==> config.mk <==
export PLATFORM = sky130hd
export DESIGN_NAME = spmrc_host
export DESIGN_NICKNAME = d
export VERILOG_FILES = /design/src/verilog/spmrc_pkg.sv /design/src/verilog/spmrc_timer.sv /design/src/verilog/spmrc_host.sv
export SDC_FILE = /design/constraint.sdc
export NUM_CORES = 1
export LEC_CHECK = 0
export ABC_CLOCK_PERIOD_IN_PS = 3100
export BUFFER_PORTS_ARGS = -buffer_cell sky130_fd_sc_hd__buf_2
export CORE_MARGIN = 10
export CORE_UTILIZATION = 45
export CTS_CLUSTER_SIZE = 8
export DETAILED_ROUTE_END_ITERATION = 16
export PLACE_DENSITY = 0.8
export RECOVER_POWER = 50
export SYNTH_ARGS = -nofsm -noshare
export SYNTH_HDL_FRONTEND = slang
export SYNTH_SLANG_ARGS = --single-unit
==> constraint.sdc <==
create_clock -name core_clk -period 3.1 [get_ports core_clk]
set_input_delay 0.155 -clock core_clk [delete_from_list [all_inputs] [get_ports core_clk]]
set_output_delay 0.155 -clock core_clk [all_outputs]
set_load 0.1 [all_outputs]
==> src/verilog/spmrc_pkg.sv <==
/*
 * Constants and types for the self-programming host sequencer: control
 * register field positions, command codes, pointer addresses, timing.
 * Assumes a 20 MHz core clock shared with the programmed device.
 */
package spmrc_pkg;

	// ------------------------------------------------------------------
	// control register fields
	// ------------------------------------------------------------------
	localparam int SPMRC_SPM_EN_BIT   = 0;
	localparam int SPMRC_RWW_BUSY_BIT = 6;

	localparam logic [7:0] SPMRC_CODE_ERASE  = 8'h03;
	localparam logic [7:0] SPMRC_CODE_LOAD   = 8'h01;
	localparam logic [7:0] SPMRC_CODE_WRITE  = 8'h05;
	localparam logic [7:0] SPMRC_CODE_LOCKWR = 8'h09;
	localparam logic [7:0] SPMRC_CODE_RWWEN  = 8'h11;
	localparam logic [7:0] SPMRC_CODE_FLREAD = 8'h09;
	localparam logic [7:0] SPMRC_CODE_SIGNATURE_READ_SELECT  = 8'h21;

	// ------------------------------------------------------------------
	// pointer values and readback masks
	// ------------------------------------------------------------------
	localparam logic [15:0] SPMRC_PTR_FUSE_LO  = 16'h0000;
	localparam logic [15:0] SPMRC_PTR_LOCK     = 16'h0001;
	localparam logic [15:0] SPMRC_PTR_FUSE_EXT = 16'h0002;
	localparam logic [15:0] SPMRC_PTR_FUSE_HI  = 16'h0003;
	localparam logic [15:0] SPMRC_SIG_ID1      = 16'h0000;
	localparam logic [15:0] SPMRC_SIG_CAL      = 16'h0001;
	localparam logic [15:0] SPMRC_SIG_ID2      = 16'h0002;
	localparam logic [15:0] SPMRC_SIG_ID3      = 16'h0004;
	localparam logic [15:0] SPMRC_SIG_SER_LO   = 16'h000E;
	localparam logic [15:0] SPMRC_SIG_SER_HI   = 16'h0018;
	// unused bits forced to one (unprogrammed)
	localparam logic [7:0]  SPMRC_LOCK_UNUSED  = 8'hC0;
	localparam logic [7:0]  SPMRC_EXT_UNUSED   = 8'hF8;

	// ------------------------------------------------------------------
	// timing
	// ------------------------------------------------------------------
	localparam int SPMRC_CLK_HZ      = 20000000;
	localparam int SPMRC_T_MAX_US    = 4500;
	localparam int SPMRC_MAX_CYC     = SPMRC_CLK_HZ / 1000000 * SPMRC_T_MAX_US;
	localparam int SPMRC_TMR_W       = 17;

	// ------------------------------------------------------------------
	// types
	// ------------------------------------------------------------------
	typedef enum logic [3:0] {
		SPMRC_OP_ERASE    = 4'h0,
		SPMRC_OP_LOAD     = 4'h1,
		SPMRC_OP_WRITE    = 4'h2,
		SPMRC_OP_LOCK_WR  = 4'h3,
		SPMRC_OP_RWW_EN   = 4'h4,
		SPMRC_OP_LOCK_RD  = 4'h5,
		SPMRC_OP_FUSE_LO  = 4'h6,
		SPMRC_OP_FUSE_HI  = 4'h7,
		SPMRC_OP_FUSE_EXT = 4'h8,
		SPMRC_OP_SIG_RD   = 4'h9
	} spmrc_op_t;

	typedef struct packed {
		spmrc_op_t   op;
		logic [15:0] addr;
		logic [15:0] data;
	} spmrc_cmd_t;

	typedef struct packed {
		logic [7:0] data;
		logic       err;
	} spmrc_rsp_t;

endpackage : spmrc_pkg

==> src/verilog/spmrc_timer.sv <==
/*
 * Down-counting watchdog used while polling device status.
 * Assumes load and the count come from the same clock domain.
 */
`timescale 1ns/10ps
module spmrc_timer (
	input  wire logic                            core_clk,
	input  wire logic                            rstn,
	input  wire logic                            load,
	input  wire logic [spmrc_pkg::SPMRC_TMR_W-1:0] count,
	output logic                                 expired
);
	import spmrc_pkg::*;

	logic [SPMRC_TMR_W-1:0] cnt_r;

	always_ff @(posedge core_clk or negedge rstn) begin
		if (!rstn)
			cnt_r <= '0;
		else if (load)
			cnt_r <= count;
		else if (cnt_r != '0)
			cnt_r <= cnt_r - 1'b1;
	end

	// no load term here: load is decoded from the state that reads this,
	// and feeding it back would close a zero-delay loop
	assign expired = (cnt_r == '0);

endmodule : spmrc_timer

==> src/verilog/spmrc_host.sv <==
/*
 * Host sequencer that drives a self-programming flash block: it waits
 * for the previous command, waits out eeprom writes, writes the control
 * register, fires the store or load strobe, and returns readback bytes.
 * Assumes the device shares core_clk and answers a load one cycle later.
 */
// Contract
// - host checks eeprom busy clear before writing the control register.
// - lock read: pointer 0x0001, select bits set, load within three cycles.
// - pointer 0x0000 with fuse select returns low fuse byte.
// - pointer 0x0003 with fuse select returns high fuse byte.
// - pointer 0x0002 returns extended fuse, only bits 2..0 used.
// - signature read: address in pointer, signature select, load within three.
// - host treats other signature addresses as reserved.
// - host polls until enable bit clears before a new command.
// - host holds interrupts off around control write and store.
// - host checks rww busy and issues re-enable before reading application.
// - codes erase X0000011, load 00000001, write X0000101, store within four.
`timescale 1ns/10ps
module spmrc_host #(
	parameter int MAX_CYC = spmrc_pkg::SPMRC_MAX_CYC
) (
	input  wire logic                  core_clk,
	input  wire logic                  rstn,
	input  wire logic                  cmd_valid,
	output logic                       cmd_ready,
	input  wire spmrc_pkg::spmrc_cmd_t cmd,
	output logic                       rsp_valid,
	output spmrc_pkg::spmrc_rsp_t      rsp,
	output logic                       irq_hold,
	output logic                       dev_ctrl_wr,
	output logic [7:0]                 dev_ctrl_wdata,
	input  wire logic [7:0]            dev_ctrl_rdata,
	input  wire logic                  dev_eeprom_busy,
	output logic [15:0]                dev_ptr,
	output logic [15:0]                dev_wdata,
	output logic                       dev_store,
	output logic                       dev_load,
	input  wire logic [7:0]            dev_load_data
);
	import spmrc_pkg::*;

	// ------------------------------------------------------------------
	// state
	// ------------------------------------------------------------------
	typedef enum logic [3:0] {
		ST_IDLE      = 4'b0000,
		ST_WAIT_SPM  = 4'b0001,
		ST_WAIT_EE   = 4'b0010,
		ST_ARM       = 4'b0011,
		ST_ISSUE     = 4'b0100,
		ST_CAPTURE   = 4'b0101,
		ST_WAIT_DONE = 4'b0110,
		ST_RWW_CHK   = 4'b0111,
		ST_DONE      = 4'b1000
	} spmrc_state_t;

	spmrc_state_t state_r, state_nxt;
	spmrc_op_t    op_r, op_nxt;
	logic [7:0]   code_r, code_nxt;
	logic [15:0]  ptr_r, ptr_nxt;
	logic [15:0]  wdata_r;
	logic [7:0]   rdata_r, rdata_nxt;
	logic         err_r, err_nxt;
	logic         rww_done_r, rww_done_nxt;

	// ------------------------------------------------------------------
	// decode
	// ------------------------------------------------------------------
	wire spm_busy   = dev_ctrl_rdata[SPMRC_SPM_EN_BIT];
	wire rww_busy   = dev_ctrl_rdata[SPMRC_RWW_BUSY_BIT];
	wire is_read    = (cmd.op == SPMRC_OP_LOCK_RD) ||
	                  (cmd.op == SPMRC_OP_FUSE_LO) ||
	                  (cmd.op == SPMRC_OP_FUSE_HI) ||
	                  (cmd.op == SPMRC_OP_FUSE_EXT) ||
	                  (cmd.op == SPMRC_OP_SIG_RD);
	wire op_is_read = (op_r == SPMRC_OP_LOCK_RD) ||
	                  (op_r == SPMRC_OP_FUSE_LO) ||
	                  (op_r == SPMRC_OP_FUSE_HI) ||
	                  (op_r == SPMRC_OP_FUSE_EXT) ||
	                  (op_r == SPMRC_OP_SIG_RD);
	wire op_long    = (op_r == SPMRC_OP_ERASE) ||
	                  (op_r == SPMRC_OP_WRITE);
	wire sig_ok     = (cmd.addr == SPMRC_SIG_ID1) ||
	                  (cmd.addr == SPMRC_SIG_CAL) ||
	                  (cmd.addr == SPMRC_SIG_ID2) ||
	                  (cmd.addr == SPMRC_SIG_ID3) ||
	                  ((cmd.addr >= SPMRC_SIG_SER_LO) &&
	                   (cmd.addr <= SPMRC_SIG_SER_HI));
	wire sig_bad    = (cmd.op == SPMRC_OP_SIG_RD) && !sig_ok;
	wire timer_load = (state_r != state_nxt);
	wire timed_out;

	// programmed reads zero, so unused bits are shown as unprogrammed
	wire [7:0] load_fixed =
		(op_r == SPMRC_OP_LOCK_RD)  ? (dev_load_data | SPMRC_LOCK_UNUSED) :
		(op_r == SPMRC_OP_FUSE_EXT) ? (dev_load_data | SPMRC_EXT_UNUSED) :
		dev_load_data;

	spmrc_timer u_timer (
		.core_clk (core_clk),
		.rstn     (rstn),
		.load     (timer_load),
		.count    (SPMRC_TMR_W'(MAX_CYC)),
		.expired  (timed_out)
	);

	// ------------------------------------------------------------------
	// command code and pointer per operation
	// ------------------------------------------------------------------
	always_comb begin
		code_nxt = code_r;
		ptr_nxt  = ptr_r;
		if (state_r == ST_IDLE && cmd_valid) begin
			ptr_nxt = cmd.addr;
			case (cmd.op)
			SPMRC_OP_ERASE:    code_nxt = SPMRC_CODE_ERASE;
			SPMRC_OP_LOAD:     code_nxt = SPMRC_CODE_LOAD;
			SPMRC_OP_WRITE:    code_nxt = SPMRC_CODE_WRITE;
			SPMRC_OP_LOCK_WR: begin
				code_nxt = SPMRC_CODE_LOCKWR;
				ptr_nxt  = SPMRC_PTR_LOCK;
			end
			SPMRC_OP_RWW_EN:   code_nxt = SPMRC_CODE_RWWEN;
			SPMRC_OP_LOCK_RD: begin
				code_nxt = SPMRC_CODE_FLREAD;
				ptr_nxt  = SPMRC_PTR_LOCK;
			end
			SPMRC_OP_FUSE_LO: begin
				code_nxt = SPMRC_CODE_FLREAD;
				ptr_nxt  = SPMRC_PTR_FUSE_LO;
			end
			SPMRC_OP_FUSE_HI: begin
				code_nxt = SPMRC_CODE_FLREAD;
				ptr_nxt  = SPMRC_PTR_FUSE_HI;
			end
			SPMRC_OP_FUSE_EXT: begin
				code_nxt = SPMRC_CODE_FLREAD;
				ptr_nxt  = SPMRC_PTR_FUSE_EXT;
			end
			SPMRC_OP_SIG_RD:   code_nxt = SPMRC_CODE_SIGNATURE_READ_SELECT;
			default:           code_nxt = SPMRC_CODE_LOAD;
			endcase
		end else if (state_r == ST_RWW_CHK && rww_busy) begin
			code_nxt = SPMRC_CODE_RWWEN;
		end
	end

	// ------------------------------------------------------------------
	// sequencer
	// ------------------------------------------------------------------
	always_comb begin
		state_nxt    = state_r;
		op_nxt       = op_r;
		rdata_nxt    = rdata_r;
		err_nxt      = err_r;
		rww_done_nxt = rww_done_r;
		case (state_r)
		ST_IDLE: begin
			if (cmd_valid) begin
				op_nxt       = cmd.op;
				rdata_nxt    = '0;
				rww_done_nxt = 1'b0;
				err_nxt      = sig_bad;
				state_nxt    = sig_bad ? ST_DONE : ST_WAIT_SPM;
			end
		end
		ST_WAIT_SPM: begin
			if (!spm_busy)
				state_nxt = ST_WAIT_EE;
			else if (timed_out) begin
				err_nxt   = 1'b1;
				state_nxt = ST_DONE;
			end
		end
		ST_WAIT_EE: begin
			// a readback armed now would return nothing
			if (!dev_eeprom_busy)
				state_nxt = ST_ARM;
			else if (timed_out) begin
				err_nxt   = 1'b1;
				state_nxt = ST_DONE;
			end
		end
		ST_ARM:       state_nxt = ST_ISSUE;
		ST_ISSUE:     state_nxt = op_is_read ? ST_CAPTURE : ST_WAIT_DONE;
		ST_CAPTURE: begin
			rdata_nxt = load_fixed;
			state_nxt = ST_DONE;
		end
		ST_WAIT_DONE: begin
			if (!spm_busy)
				state_nxt = (op_long && !rww_done_r) ? ST_RWW_CHK : ST_DONE;
			else if (timed_out) begin
				err_nxt   = 1'b1;
				state_nxt = ST_DONE;
			end
		end
		ST_RWW_CHK: begin
			if (rww_busy) begin
				rww_done_nxt = 1'b1;
				state_nxt    = ST_WAIT_SPM;
			end else
				state_nxt = ST_DONE;
		end
		ST_DONE:      state_nxt = ST_IDLE;
		default:      state_nxt = ST_IDLE;
		endcase
	end

	always_ff @(posedge core_clk or negedge rstn) begin
		if (!rstn) begin
			state_r    <= ST_IDLE;
			op_r       <= SPMRC_OP_LOAD;
			code_r     <= '0;
			ptr_r      <= '0;
			wdata_r    <= '0;
			rdata_r    <= '0;
			err_r      <= 1'b0;
			rww_done_r <= 1'b0;
		end else begin
			state_r    <= state_nxt;
			op_r       <= op_nxt;
			code_r     <= code_nxt;
			ptr_r      <= ptr_nxt;
			rdata_r    <= rdata_nxt;
			err_r      <= err_nxt;
			rww_done_r <= rww_done_nxt;
			if (state_r == ST_IDLE && cmd_valid)
				wdata_r <= cmd.data;
		end
	end

	// ------------------------------------------------------------------
	// outputs
	// ------------------------------------------------------------------
	// strobe lands one cycle after the control write, inside the window
	assign cmd_ready      = (state_r == ST_IDLE);
	assign dev_ctrl_wr    = (state_r == ST_ARM);
	assign dev_ctrl_wdata = code_r;
	assign dev_ptr        = ptr_r;
	assign dev_wdata      = wdata_r;
	assign dev_store      = (state_r == ST_ISSUE) && !op_is_read;
	assign dev_load       = (state_r == ST_ISSUE) && op_is_read;
	assign irq_hold       = (state_r == ST_ARM) ||
	                        (state_r == ST_ISSUE);
	assign rsp_valid      = (state_r == ST_DONE);
	assign rsp.data       = rdata_r;
	assign rsp.err        = err_r;

endmodule : spmrc_host

# [Word-level counts from Yosys, hierarchy flattened]
# Index checks and enable logic that the tools add are counted.
[totals] output_inout_bits=55 word_cells=108 register_bits=75 inputBits=56
[op_classes] n_addsub=1 eq_ne=30 n_mux=28 magnitude_cmp=2 n_reduce_logical=38
[op_table] operator="16-bit one-hot mux with 4 select lines" n=1
[op_table] operator="4-bit by 3-bit equality test with 1-bit output (second input constant)" n=11
[op_table] operator="8-bit 2-to-1 mux" n=5
[op_table] operator="17-bit 2-to-1 mux" n=2
[op_table] operator="4-bit 2-to-1 mux" n=8
[op_table] operator="4-bit one-hot mux with 8 select lines" n=1
[op_table] operator="6-bit one-hot mux with 5 select lines" n=1
[op_table] operator="4-bit by 2-bit equality test with 1-bit output (second input constant)" n=5
[op_table] operator="4-bit equality test (second input constant)" n=5
[op_table] operator="17-bit logical NOT" n=1
[op_table] operator="17-bit nonzero test" n=1
[op_table] operator="17-bit by 1-bit subtractor with 17-bit output (second input constant)" n=1
[op_table] operator="16-bit by 1-bit equality test with 1-bit output (second input constant)" n=1
[op_table] operator="16-bit by 2-bit equality test with 1-bit output (second input constant)" n=1
[op_table] operator="16-bit by 3-bit equality test with 1-bit output (second input constant)" n=1
[op_table] operator="16-bit by 4-bit >= comparator with 1-bit output (second input constant)" n=1
[op_table] operator="16-bit by 5-bit <= comparator with 1-bit output (second input constant)" n=1
[op_table] operator="16-bit logical NOT" n=1
[op_table] operator="8-bit one-hot mux with 2 select lines" n=1
[op_table] operator="4-bit logical NOT" n=3
[op_table] operator="1-bit logical OR" n=10
[op_table] operator="2-bit nonzero test" n=4
[op_table] operator="1-bit logical AND" n=7
[op_table] operator="1-bit 2-to-1 mux" n=6
[op_table] operator="other kinds (14)" n=20

# [Depth between registers and ports, before layout]
# Gate-level depths: netlist (run 1).
[depth] depth_word=12 mapped_depth=10 mapped_depth_nobuf=8

# [Modules after synthesis]
# From an unflattened synthesis (run 1), not the netlist that was laid out.
[hier_totals] hier_cells=424 area_unflattened_um2=3722.3
[by_module_without_submodules] module="spmrc_host" cells_per_inst=315 area_each_um2=2688.8 seq_area_each_um2=1402.6 instances=1
[by_module_without_submodules] module="spmrc_timer" cells_per_inst=109 area_each_um2=1033.5 seq_area_each_um2=425.4 instances=1

# [Worst setup path after synthesis (run 1)]
# Ideal clock, no wire load.
[synth_path] path_type="reg-to-reg" startpoint="register state_r[3]" endpoint="register u_timer.cnt_r[9]" stages_incl_launch_ff=9 path_buffers=2 t_arrival_ns=5.214 setup_ns=0.131 period_less_slack_ns=5.345 setup_slack_ns=-2.245 required_time_ns=2.969 cell_sequence="dfrtp_1 > clkbuf_1 > nor4_1 > nand2_1 > a311oi_1 > a2111oi_4 > xnor2_1 > buf_6 > nand4_1"
[synth_between] word_cells_on_any_way=17 cone_classes="eq/ne: 8; mux: 7; reduce/logical: 2"
[synth_lines] element="start: declaration" line="spmrc_host.sv:58" rtl="spmrc_state_t state_r, state_nxt;"
[synth_lines] element="start signal: assignment" line="spmrc_host.sv:222" rtl="state_r <= state_nxt;"
[synth_lines] element="4-bit logical NOT (*)"
[synth_lines] element="net cmd_ready" line="spmrc_host.sv:26" rtl="output logic cmd_ready,"
[synth_lines] element="4-bit one-hot mux with 8 select lines (*)" line="spmrc_host.sv:158" rtl="case (state_r)"
[synth_lines] element="4-bit inequality test (*)" line="spmrc_host.sv:91" rtl="wire timer_load = (state_r != state_nxt);"
[synth_lines] element="17-bit 2-to-1 mux / 2-bit nonzero test (equally long branches)"
[synth_lines] element="end signal: assignment" line="spmrc_timer.sv:21" rtl="cnt_r <= count;"
[synth_lines] element="end signal: assignment" line="spmrc_timer.sv:23" rtl="cnt_r <= cnt_r - 1'b1;"
[synth_lines] element="end: declaration" line="spmrc_timer.sv:15" rtl="logic [SPMRC_TMR_W-1:0] cnt_r;"
# The timed path passes the listed nets; every way through them passes the cells marked *.
# A chain may end at the register's enable or synchronous reset.

# [Worst setup path in the final report (run 1)]
[layout_path] startpoint="register u_timer.cnt_r[11]" endpoint="register u_timer.cnt_r[1]"
[layout_between] elab_chain_len=6 word_cells_on_any_way=10 cone_classes="eq/ne: 1; mux: 6; reduce/logical: 3"
[layout_lines] element="17-bit logical NOT" line="spmrc_timer.sv:28" rtl="assign expired = (cnt_r == '0);"
[layout_lines] element="4-bit 2-to-1 mux" line="spmrc_host.sv:171, spmrc_host.sv:180, spmrc_host.sv:194"
[layout_lines] element="4-bit 2-to-1 mux (on tied branches)" line="spmrc_host.sv:192, spmrc_host.sv:169, spmrc_host.sv:178"
[layout_lines] element="4-bit one-hot mux with 8 select lines" line="spmrc_host.sv:158"
[layout_lines] element="4-bit inequality test" line="spmrc_host.sv:91"
[layout_lines] element="17-bit 2-to-1 mux / 2-bit nonzero test (equally long branches)"
# Parallel ways exist; a longest one is shown, timed or not.

==> results.cfg, run 1 <==
[detailed_routing]
drc = 0
dr.first_iter.drc_count = 237
post_drt_via_cell_ratio = 5.33
wl_per_cell_um = 15.7
detailedRoute.firstPassIterationCount = 5
wl_um = 9980
drt.antenna.violating_nets = 0
route.vias.total = 3382

[sta]
worst_slew_pin_slew_ps = 1780
grt_setup_unrepaired = false
report.final.setup_viol = 0
final_max_slew_viol_count = 74
timing.max_slew.rel_slack_pct = -19.0
totalNegativeSetupSlack_ps = 0
achievable-frequency_mhz = 390
skew_ps = 6.40
post-route-min-period_ps = 2560
final-hold-violation-count = 0
min_period_over_period_pct = 82.7

[clock_tree]
ctsHtreeMaxLevel = 3
clock_insertion_delay_worst_skew_ps = 350
clk_transition_reported_paths_ps = 80
cts_buffers = 9
cts.sinks = 73
clk_root_buffer_cell = sky130_fd_sc_hd__clkbuf_8
clock_tree.buffer_depth = 2
tritoncts = done

[die]
initial_core_util_pct = 47.1
die_area_sq_um = 12200
floorplan.rows = 32
area_inside_the_core_boundary_sq_um = 7850
fp.dieH_um = 111
die_width_um = 111
ios = 111

[hold_path]
hold_path_class = in2reg
min-delay-start = dev_load_data[2]
worstHoldEndpoint = rdata_r[2]
whs_path_depth = 3

[synth]
synth_largest_type_area_fraction_pct = 48.8
synth_enable_flop_cells = 0
synth_flop_cell = sky130_fd_sc_hd__dfrtp_1
syn-instance-count = 419
netlist_top_cells_area = sky130_fd_sc_hd__dfrtp_1, sky130_fd_sc_hd__nand2_1, sky130_fd_sc_hd__o21ai_0
synth.distinct_cells = 58
synth_seq_cells = 73
yosys.cell_count.top_type = sky130_fd_sc_hd__nand2_1
syn-mean-instance-area_sq_um = 8.81
yosys-top-cells-count = sky130_fd_sc_hd__nand2_1, sky130_fd_sc_hd__dfrtp_1, sky130_fd_sc_hd__nor2_1, sky130_fd_sc_hd__o21ai_0, sky130_fd_sc_hd__clkbuf_1
synthArstFlopShare_pct = 100
synth_seq_area_share_pct = 49.5
synth.yosys.warnings = 0
synth_top_cell_by_area = sky130_fd_sc_hd__dfrtp_1
synthesis.area_sq_um = 3690

[setup_path]
r2r.worst_path.cells = 7
r2r_end = u_timer.cnt_r[1]
timing.critical_path.cells = or4_4, nor4_4, a21oi_2, a2111oi_4, xnor2_2, buf_4, and3_1
critPathMaxFanout = 17
crit_path_start_kind = register
timing.critical_path.slowest_cell_delay_ps = 580
worstSetupEndpointType = register
arrival_ps = 2850
worst_path_max_delay_cell = sky130_fd_sc_hd__or4_4
rrSetupSlack_ps = 540
worst-setup-path-type = reg2reg
crit_required_ps = 3380
reg2reg_start = u_timer.cnt_r[11]

[layout]
area_delta_synth_final_pct = 25.0
area.sequential_sq_um = 1830
final_net_count = 585
post_route_cells_drive_above_1_share_pct = 22.4
num-fill-cells = 719
insertedDiodeCount = 0
multiInputGateArea_sq_um = 1730

[outcome]
run_status = finished with violations
violations_in_the_final_reports = capacitance limit, slew limit

[global_route]
grt_max_degree = 74
grt_pass1_wl_um = 16300
antenna_found_initial = 0
grt_remaining_overflow = 0
grt_util_all_layers_pct = 15.5
grt_pass1_vias = 3318

[placement]
portBuffers = 102
finalWeightedCongestion = 0.900
hpwl_um = 7110

[flow_run]
timing.max_cap.violations = 1
[per-layer routing]
metal / GRT usage [%] / share of wire (%) / vias up
li1: - / - / 1657
met1: 18.9 / 43 / 1591
met2: 24.8 / 47 / 127
met3: 6.86 / 9.1 / 7
met4: 3.20 / 0.76 / 0
met5: 0 / 0 / -
[layout by cell type (no fill, tap or decap), types with 3 or more instances in the layout]
master | synthesis | layout
sky130_fd_sc_hd__dfrtp_1 | 72 | 72
sky130_fd_sc_hd__o31ai_1 | 4 | 3
sky130_fd_sc_hd__a21oi_1 | 15 | 15
sky130_fd_sc_hd__inv_1 | 11 | 11
sky130_fd_sc_hd__buf_4 | 4 | 6
sky130_fd_sc_hd__or2_2 | 3 | 3
sky130_fd_sc_hd__xnor2_1 | 8 | 7
sky130_fd_sc_hd__nand2b_1 | 5 | 5
sky130_fd_sc_hd__nor4_1 | 9 | 7
sky130_fd_sc_hd__nor2_1 | 32 | 32
sky130_fd_sc_hd__or3_1 | 7 | 7
sky130_fd_sc_hd__nand2_1 | 107 | 106
sky130_fd_sc_hd__o21ai_0 | 24 | 24
sky130_fd_sc_hd__and3_1 | 8 | 8
sky130_fd_sc_hd__dlygate4sd3_1 | 0 | 16
sky130_fd_sc_hd__clkbuf_8 | 0 | 9
sky130_fd_sc_hd__nand3_1 | 11 | 11
sky130_fd_sc_hd__buf_2 | 1 | 75
sky130_fd_sc_hd__xor2_1 | 6 | 6
sky130_fd_sc_hd__clkbuf_1 | 21 | 26
sky130_fd_sc_hd__nor3_1 | 14 | 14
sky130_fd_sc_hd__o22ai_1 | 3 | 3
sky130_fd_sc_hd__a31oi_1 | 5 | 5
[through the flow]
step                hold WS, ps  utilization [%]  worst slack, ps  instance area (sq um)  cells
floorplan                  -141                -             48.6                   3740    420
global placement            341             54.6              614                   4290    602
CTS                        4.45             59.3              521                   4650    634
finish                     16.5             58.8              535                   4620    634
detailed placement          348             54.6              531                   4290    602
global route               24.7             58.8              400                   4620    634
[worst max-delay path, delay by kind of cell (launching register included)]
kind	cells	cell delay, ps
buf+inv	1	220
simple gates	3	1200
xor+xnor	1	150
compound gates	2	510
flops	1	420
[cell type report]
type / instances / share of cell area, %
clock buffers: 9 / 2.68
repair buffers: 124 / 14.8
clock inverters: 7 / 1.71
well taps: 102 / 2.76
inverters: 11 / 0.895
multi-input cells: 308 / 37.5
flip-flops and latches: 73 / 39.6
[cell families (layout without fill, tap and decap cells)]
family / count (synthesis) / after routing / share of synthesized area, %
multiplexers: 3 / 3 / 0.881
XOR/XNOR: 14 / 14 / 3.32
buffers and inverters: 39 / 151 / 4.81
adder cells (fa/ha/maj): 2 / 2 / 0.678
flip-flops: 73 / 73 / 49.5
AND/OR/NAND/NOR: 214 / 214 / 27.2
other: 1 / 2 / 0.102
AO/OA/AOI/OAI: 73 / 73 / 13.5
[worst max-delay path by stage]
| stage | cells past startpoint | to | slack, ps | from |
|---|---|---|---|---|
| CTS | 7 | u_timer.cnt_r[1] | 520 | u_timer.cnt_r[11] |
| global placement | 7 | u_timer.cnt_r[9] | 610 | u_timer.cnt_r[11] |
| global route | 7 | u_timer.cnt_r[15] | 400 | u_timer.cnt_r[11] |
| floorplan | 3 | dev_ctrl_wr | 50 | state_r[0] |
| detailed placement | 7 | u_timer.cnt_r[1] | 530 | u_timer.cnt_r[11] |
| finish | 7 | u_timer.cnt_r[1] | 540 | u_timer.cnt_r[11] |
[registers in the layout, summed over array words and instances, names as in the netlist]
| register | count |
|---|---|
| dev_ptr | 16 |
| op_r | 4 |
| state_r | 4 |
| rdata_r | 8 |
| u_timer.cnt_r | 17 |
| err_r | 1 |
| rww_done_r | 1 |
| dev_wdata | 16 |
| dev_ctrl_wdata | 6 |
[what timing repair did]
| action | in CTS | in global routing |
|---|---|---|
| setup buffers | 0 | 0 |
| hold buffers | 16 | 0 |
| gates resized for setup | 0 | 0 |
| hold endpoints to repair | 87 | 0 |
Power of run 1 is left out: the tool's default activity adds up to more than one toggle a clock period on the data nets, which glitch-free logic cannot reach.
==> inputs of run 2 (changes only) <==
ABC_AREA = 1   (was unset)
ABC_CLOCK_PERIOD_IN_PS = 2100   (was 3100)
PLACE_DENSITY = 0.83   (was 0.8)
clock period = 2.1 ns   (was 3.1 ns; I/O delays follow)
==> run 2 against run 1 <==
Compared with the run above: final area rose by 7.9%; highest routed layer unchanged; via count rose by 7.8%; fmax rose by 27%; synthesized area fell by 0.30%; clock skew rose by 3.7 ps; the run ends with hold timing, capacitance limit, slew limit left.
==> results.cfg, run 2 <==
[layout]
largest-register = u_timer.cnt_r
final_net_count = 669
multiInputGateArea_sq_um = 1740
post_route_cells_drive_above_1_share_pct = 26.0
num-fill-cells = 657
largest_register_ff_count = 17
area.sequential_sq_um = 1830
insertedDiodeCount = 0
final_common_cell = sky130_fd_sc_hd__nand2_1
layout.cells.most_common_list = sky130_fd_sc_hd__nand2_1, sky130_fd_sc_hd__buf_2, sky130_fd_sc_hd__dfrtp_1
area_delta_synth_final_pct = 35.3
layout.core_utilization_pct = 63.5

[clock_tree]
cts.sinks = 73
clk_transition_reported_paths_ps = 80
cts_buffers = 9
clk_root_buffer_cell = sky130_fd_sc_hd__clkbuf_8
ctsHtreeMaxLevel = 3
clock_insertion_delay_worst_skew_ps = 350
tritoncts = done
clock_tree.buffer_depth = 2

[synth]
synthesis.area_sq_um = 3680
synth_flop_cell = sky130_fd_sc_hd__dfrtp_1
yosys.cell_count.top_type = sky130_fd_sc_hd__nand2_1
synth_enable_flop_cells = 0
synth_largest_type_area_fraction_pct = 48.9
syn-mean-instance-area_sq_um = 7.98
synthArstFlopShare_pct = 100
synth_seq_cells = 73
syn-instance-count = 461
synth_top_cell_by_area = sky130_fd_sc_hd__dfrtp_1
synth_seq_area_share_pct = 49.7
yosys-top-cells-count = sky130_fd_sc_hd__nand2_1, sky130_fd_sc_hd__dfrtp_1, sky130_fd_sc_hd__nor2_1, sky130_fd_sc_hd__nand3_1, sky130_fd_sc_hd__inv_1
netlist_top_cells_area = sky130_fd_sc_hd__dfrtp_1, sky130_fd_sc_hd__nand2_1, sky130_fd_sc_hd__nand3_1
synth.yosys.warnings = 0
synth.distinct_cells = 37

[setup_path]
reg2reg_start = u_timer.cnt_r[1]
cp-endpoint = u_timer.cnt_r[12]
critPathMostFrequentCell = sky130_fd_sc_hd__nand2_2
crit_buf_inv = 2
worst-setup-path-type = reg2reg
r2r_end = u_timer.cnt_r[12]
crit_required_ps = 2340
r2r.worst_path.cells = 15
timing.critical_path.max_delay_family = simple AND/OR/NAND/NOR gates
critical_path_cell_count = 15
worst_path_max_delay_cell = sky130_fd_sc_hd__dfrtp_1
crit_path_start_kind = register
critical_path.startpoint = u_timer.cnt_r[1]
arrival_ps = 2270
rrSetupSlack_ps = 70
critPathMaxFanout = 7
worstSetupEndpointType = register
timing.critical_path.slowest_cell_delay_ps = 410
timing.critical_path.cells = inv_2, ha_4, inv_2, nor2_2, nand2_2, nor2_4, nand2_4, nand2_2, a21oi_2, nor2_2, nand2_1, nand2_2, nand3_4, nor2_4, nand2_1

[detailed_routing]
post_drt_via_cell_ratio = 5.08
route.vias.total = 3646
wl_um = 10800
detailedRoute.firstPassIterationCount = 5
drc = 0
dr.first_iter.drc_count = 221
drt.antenna.violating_nets = 0
wl_per_cell_um = 15.0

[die]
ios = 111
area_inside_the_core_boundary_sq_um = 7850
initial_core_util_pct = 46.9
fp.dieH_um = 110
die_width_um = 110
floorplan.rows = 32
die_area_sq_um = 12200

[global_route]
grt_util_all_layers_pct = 16.5
grt_pass1_wl_um = 17000
antenna_found_initial = 0
grt_max_degree = 46
grt_pass1_vias = 3613
grt_remaining_overflow = 0

[sta]
totalNegativeSetupSlack_ps = 0
holdWs_ps = -1.25
min_period_over_period_pct = 96.5
report.final.setup_viol = 0
achievable-frequency_mhz = 494
final_max_slew_viol_count = 28
grt_setup_unrepaired = true
final-hold-violation-count = 1
skew_ps = 10.1
post-route-min-period_ps = 2030
timing.max_slew.rel_slack_pct = -12.2
worst_slew_pin_slew_ps = 1680

[flow_run]
timing.max_cap.violations = 1

[outcome]
run_status = finished with violations
violations_in_the_final_reports = hold timing, capacitance limit, slew limit

[placement]
portBuffers = 102
finalWeightedCongestion = 0.888
hpwl_um = 7260

[hold_path]
hold_path_class = in2reg
-- run 2: cell types whose count changed after synthesis, sizes merged, moves of 5 or more --
cell | previous run | this run
a21oi | 16 | 9
inv | 11 | 40
clkbuf | 21 | 7
nand3 | 11 | 43
or3 | 7 | 0
nand2 | 107 | 160
nand2b | 5 | 0
and3 | 8 | 0
nor4 | 10 | 3
nor2 | 32 | 50
-- run 2: metrics by stage --
step	setup WS, ps	hold slack (ps)	std cells	instance area (sq um)
global placement	179	180	661	4360
CTS	90.9	2.02	710	4870
floorplan	-66.8	-191	462	3710
detailed placement	100	189	661	4360
global route	-77.8	19.0	718	4980
finish	73.9	-1.25	718	4980
-- run 2: worst reg2reg max path, stage by stage (launching register included) --
cell	delay (ps)
sky130_fd_sc_hd__dfrtp_1	410
sky130_fd_sc_hd__inv_2	90
sky130_fd_sc_hd__ha_4	130
sky130_fd_sc_hd__inv_2	30
sky130_fd_sc_hd__nor2_2	100
sky130_fd_sc_hd__nand2_2	70
sky130_fd_sc_hd__nor2_4	130
sky130_fd_sc_hd__nand2_4	100
sky130_fd_sc_hd__nand2_2	90
sky130_fd_sc_hd__a21oi_2	60
sky130_fd_sc_hd__nor2_2	120
sky130_fd_sc_hd__nand2_1	90
sky130_fd_sc_hd__nand2_2	90
sky130_fd_sc_hd__nand3_4	150
sky130_fd_sc_hd__nor2_4	190
sky130_fd_sc_hd__nand2_1	70
-- run 2: how the worst min path moves through the flow --
stage | to | startpoint | slack, ps | depth (start not counted)
6_report | rdata_r[3] | dev_load_data[3] | -1 | 3
5_1_grt | dev_ptr[11] | cmd[27] | 20 | 3
4_1_cts | rdata_r[3] | dev_load_data[3] | 2 | 3
3_5_place_dp | dev_wdata[0] | rstn | 190 | 1
3_3_place_gp | dev_wdata[0] | rstn | 180 | 1
2_1_floorplan | dev_ctrl_wdata[0] | rstn | -190 | 0
-- run 2: what timing repair did --
action,CTS,global route
endpoints found under the setup margin,0,17
hold buffers,33,0
gates resized for setup,0,18
buffers inserted,0,5
hold endpoints to repair,58,0
-- run 2: kinds of logic after synthesis --
logic type               share of synthesized area, %
buffers and inverters                            6.46
other                                           0.102
adder cells (fa/ha/maj)                         0.680
flip-flops                                       49.7
AO/OA/AOI/OAI                                    5.61
AND/OR/NAND/NOR                                  34.2
XOR/XNOR                                         3.33
-- run 2: cell type report --
| class | count | area share (%) |
|---|---|---|
| clock buffers | 13 | 2.99 |
| clock inverters | 3 | 0.804 |
| flip-flops and latches | 73 | 36.7 |
| repair buffers | 149 | 19.0 |
| well taps | 102 | 2.56 |
| inverters | 41 | 3.09 |
| multi-input cells | 337 | 34.9 |
-- run 2: layer usage --
layer  GRT usage [%]  wire, um  vias to the layer above
met2            26.1      5200                      140
met3            6.32       955                       19
met1            19.4      4430                     1723
met4            7.17       193                        0
li1                -         -                     1764
met5               0         0                        -
Power of run 2 is left out for the same reason.
==> inputs of run 3 (changes only) <==
--- a/config.mk
+++ b/config.mk
@@ -6,5 +6,4 @@
 export NUM_CORES = 1
 export LEC_CHECK = 0
-export ABC_AREA = 1
 export ABC_CLOCK_PERIOD_IN_PS = 2100
 export BUFFER_PORTS_ARGS = -buffer_cell sky130_fd_sc_hd__buf_2
==> constraint.sdc (replaced) <==
create_clock -name core_clk -period 2.1 [get_ports core_clk]
set_input_delay 0.105 -clock core_clk [delete_from_list [all_inputs] [get_ports core_clk]]
set_output_delay 0.105 -clock core_clk [all_outputs]
set_load 0.02 [all_outputs]
==> run 3 against run 2 <==
Compared with the run above: the flow finishes with violations (capacitance limit, slew limit, setup timing); register-to-register slack lost 230 ps; clock skew hardly changed; first-iteration DRC count grew 39%; non-clock buffer count up 40; count of clock-buffer cells in the layout fell by 4; via count grew 4.0%; routed wire length is 8.1% higher; setup slack got worse by 230 ps.
==> results.cfg, run 3 (same netlist as run 1, synthesis figures left out) <==
[setup_path]
crit_path_start_kind = register
timing.critical_path.cells = or4_4, nor3b_2, buf_4, buf_4, a32oi_1, o22a_1, o311a_4, and3_1
critPathMostFrequentCell = sky130_fd_sc_hd__buf_4
rrSetupSlack_ps = -150
timing.critical_path.max_delay_family = simple AND/OR/NAND/NOR gates
arrival_ps = 2500
timing.critical_path.slowest_cell_delay_ps = 580
r2r_end = u_timer.cnt_r[15]
critical_path.startpoint = u_timer.cnt_r[7]
worstSetupEndpointType = register
worst_path_max_delay_cell = sky130_fd_sc_hd__or4_4
worst-setup-path-type = reg2reg
crit_buf_inv = 2
crit_required_ps = 2350
r2r.worst_path.cells = 8
critPathMaxFanout = 17
reg2reg_start = u_timer.cnt_r[7]

[clock_tree]
clock_insertion_delay_worst_skew_ps = 360
clock_tree.buffer_depth = 2
cts_buffers = 9
tritoncts = done
clk_root_buffer_cell = sky130_fd_sc_hd__clkbuf_8
ctsHtreeMaxLevel = 3
clk_transition_reported_paths_ps = 80
cts.sinks = 73

[detailed_routing]
wl_per_cell_um = 16.6
route.vias.total = 3791
wl_um = 11700
drt.antenna.violating_nets = 0
dr.first_iter.drc_count = 308
post_drt_via_cell_ratio = 5.41
drc = 0
detailedRoute.firstPassIterationCount = 5

[global_route]
antenna_found_initial = 0
grt_pass1_wl_um = 19000
grt_util_all_layers_pct = 18.4
grt_pass1_vias = 3795
grt_remaining_overflow = 0
grt_max_degree = 74

[power]
powerDensity_nw_per_um2 = 1340
leakagePower_nw = 2.43
power.ir.vdd_worst_mv = 0.686
fin_total_pwr_mw = 7.10

[flow_run]
timing.max_cap.violations = 1

[layout]
area_delta_synth_final_pct = 43.8
post_route_cells_drive_above_1_share_pct = 27.2
largest_register_ff_count = 17
final_net_count = 652
largest-register = u_timer.cnt_r
insertedDiodeCount = 0
layout.cells.most_common_list = sky130_fd_sc_hd__nand2_1, sky130_fd_sc_hd__dfrtp_1, sky130_fd_sc_hd__buf_2
final_common_cell = sky130_fd_sc_hd__nand2_1
num-fill-cells = 605
layout.core_utilization_pct = 67.6

[outcome]
run_status = finished with violations
violations_in_the_final_reports = capacitance limit, slew limit, setup timing

[die]
die_area_sq_um = 12200
floorplan.rows = 32
initial_core_util_pct = 47.1
ios = 111
area_inside_the_core_boundary_sq_um = 7850
die_width_um = 111
fp.dieH_um = 111

[sta]
worst_slew_pin_slew_ps = 1570
achievable-frequency_mhz = 444
grt_setup_unrepaired = true
report.final.setup_viol = 19
final_max_slew_viol_count = 74
final-hold-violation-count = 0
holdWs_ps = 18.1
timing.max_slew.rel_slack_pct = -4.78
fin_ws_ps = -151
skew_ps = 9.73
min_period_over_period_pct = 107
post-route-min-period_ps = 2250

[hold_path]
min-delay-start = cmd[19]
worstHoldEndpoint = dev_ptr[3]
whs_path_depth = 3
hold_path_class = in2reg

[placement]
hpwl_um = 7540
dp_slack_ps = -264
portBuffers = 102
finalWeightedCongestion = 0.888
[run 3: cell count changes in the layout (fill, tap and decap cells not counted), sizes merged, moves of 7 or more]
cell    change
nand3      -34
buf        +10
clkbuf     +23
nor4        +7
or3         +7
nand2      -53
nor2       -19
inv        -27
and3        +8
a21oi       +7
[run 3: report_power, final]
group          switching, mW  internal (mW)  total [mW]  leakage, nW
clock network          0.582          0.683        1.26        0.112
logic                   2.23           1.34        3.57         1.42
registers              0.342           1.92        2.26        0.897
[run 3: worst max path at each step]
| stage | end | slack (ps) | depth (start not counted) |
|---|---|---|---|
| after detailed placement | u_timer.cnt_r[9] | -260 | 7 |
| after floorplan | u_timer.cnt_r[15] | -210 | 8 |
| final | u_timer.cnt_r[15] | -150 | 8 |
| after CTS | u_timer.cnt_r[6] | -160 | 8 |
| after global routing | u_timer.cnt_r[15] | -210 | 7 |
| after global placement | u_timer.cnt_r[15] | -180 | 7 |
[run 3: layout make-up]
cell class / count / area, sq um / share of cell area (%)
multi-input combinational: 310 / 1880 / 35.3
sequential: 73 / 1830 / 34.5
timing repair buffer: 189 / 1210 / 22.7
tap: 102 / 128 / 2.40
clock buffer: 9 / 124 / 2.33
clock inverter: 7 / 101 / 1.91
inverter: 11 / 45.0 / 0.848
[run 3: per-stage QoR]
step / instance area, sq um / cells / setup TNS (ps)
global placement: 4550 / 638 / -2850
global route: 5310 / 701 / -3500
detailed placement: 4550 / 638 / -4120
finish: 5310 / 701 / -2470
floorplan: 3730 / 420 / -1670
CTS: 5260 / 696 / -2340
[run 3: repair_timing]
action	4_1_cts	5_1_grt
endpoints found under the hold margin	107	0
setup endpoints to repair	20	27
hold buffers	36	0
cloned	2	0
buffers inserted	4	5
pin swaps	14	10
resized for setup	12	14
[run 3: layer usage]
layer  global-route usage, %  share of wire, %  routed length, um  vias to the layer above
li1                        -                 -                  -                     1783
met1                    21.3                40               4680                     1837
met2                    30.6                50               5770                      154
met3                    7.35               8.7               1010                       17
met4                    5.27               1.6                182                        0
met5                       0                 0                  0                        -
[run 3: worst register-to-register path, stage by stage (launching register included)]
cell,delay [ps]
sky130_fd_sc_hd__dfrtp_1,390
sky130_fd_sc_hd__or4_4,580
sky130_fd_sc_hd__nor3b_2,170
sky130_fd_sc_hd__buf_4,150
sky130_fd_sc_hd__buf_4,100
sky130_fd_sc_hd__a32oi_1,80
sky130_fd_sc_hd__o22a_1,260
sky130_fd_sc_hd__o311a_4,220
sky130_fd_sc_hd__and3_1,190
Note: power is estimated with default switching activity, not from simulation.
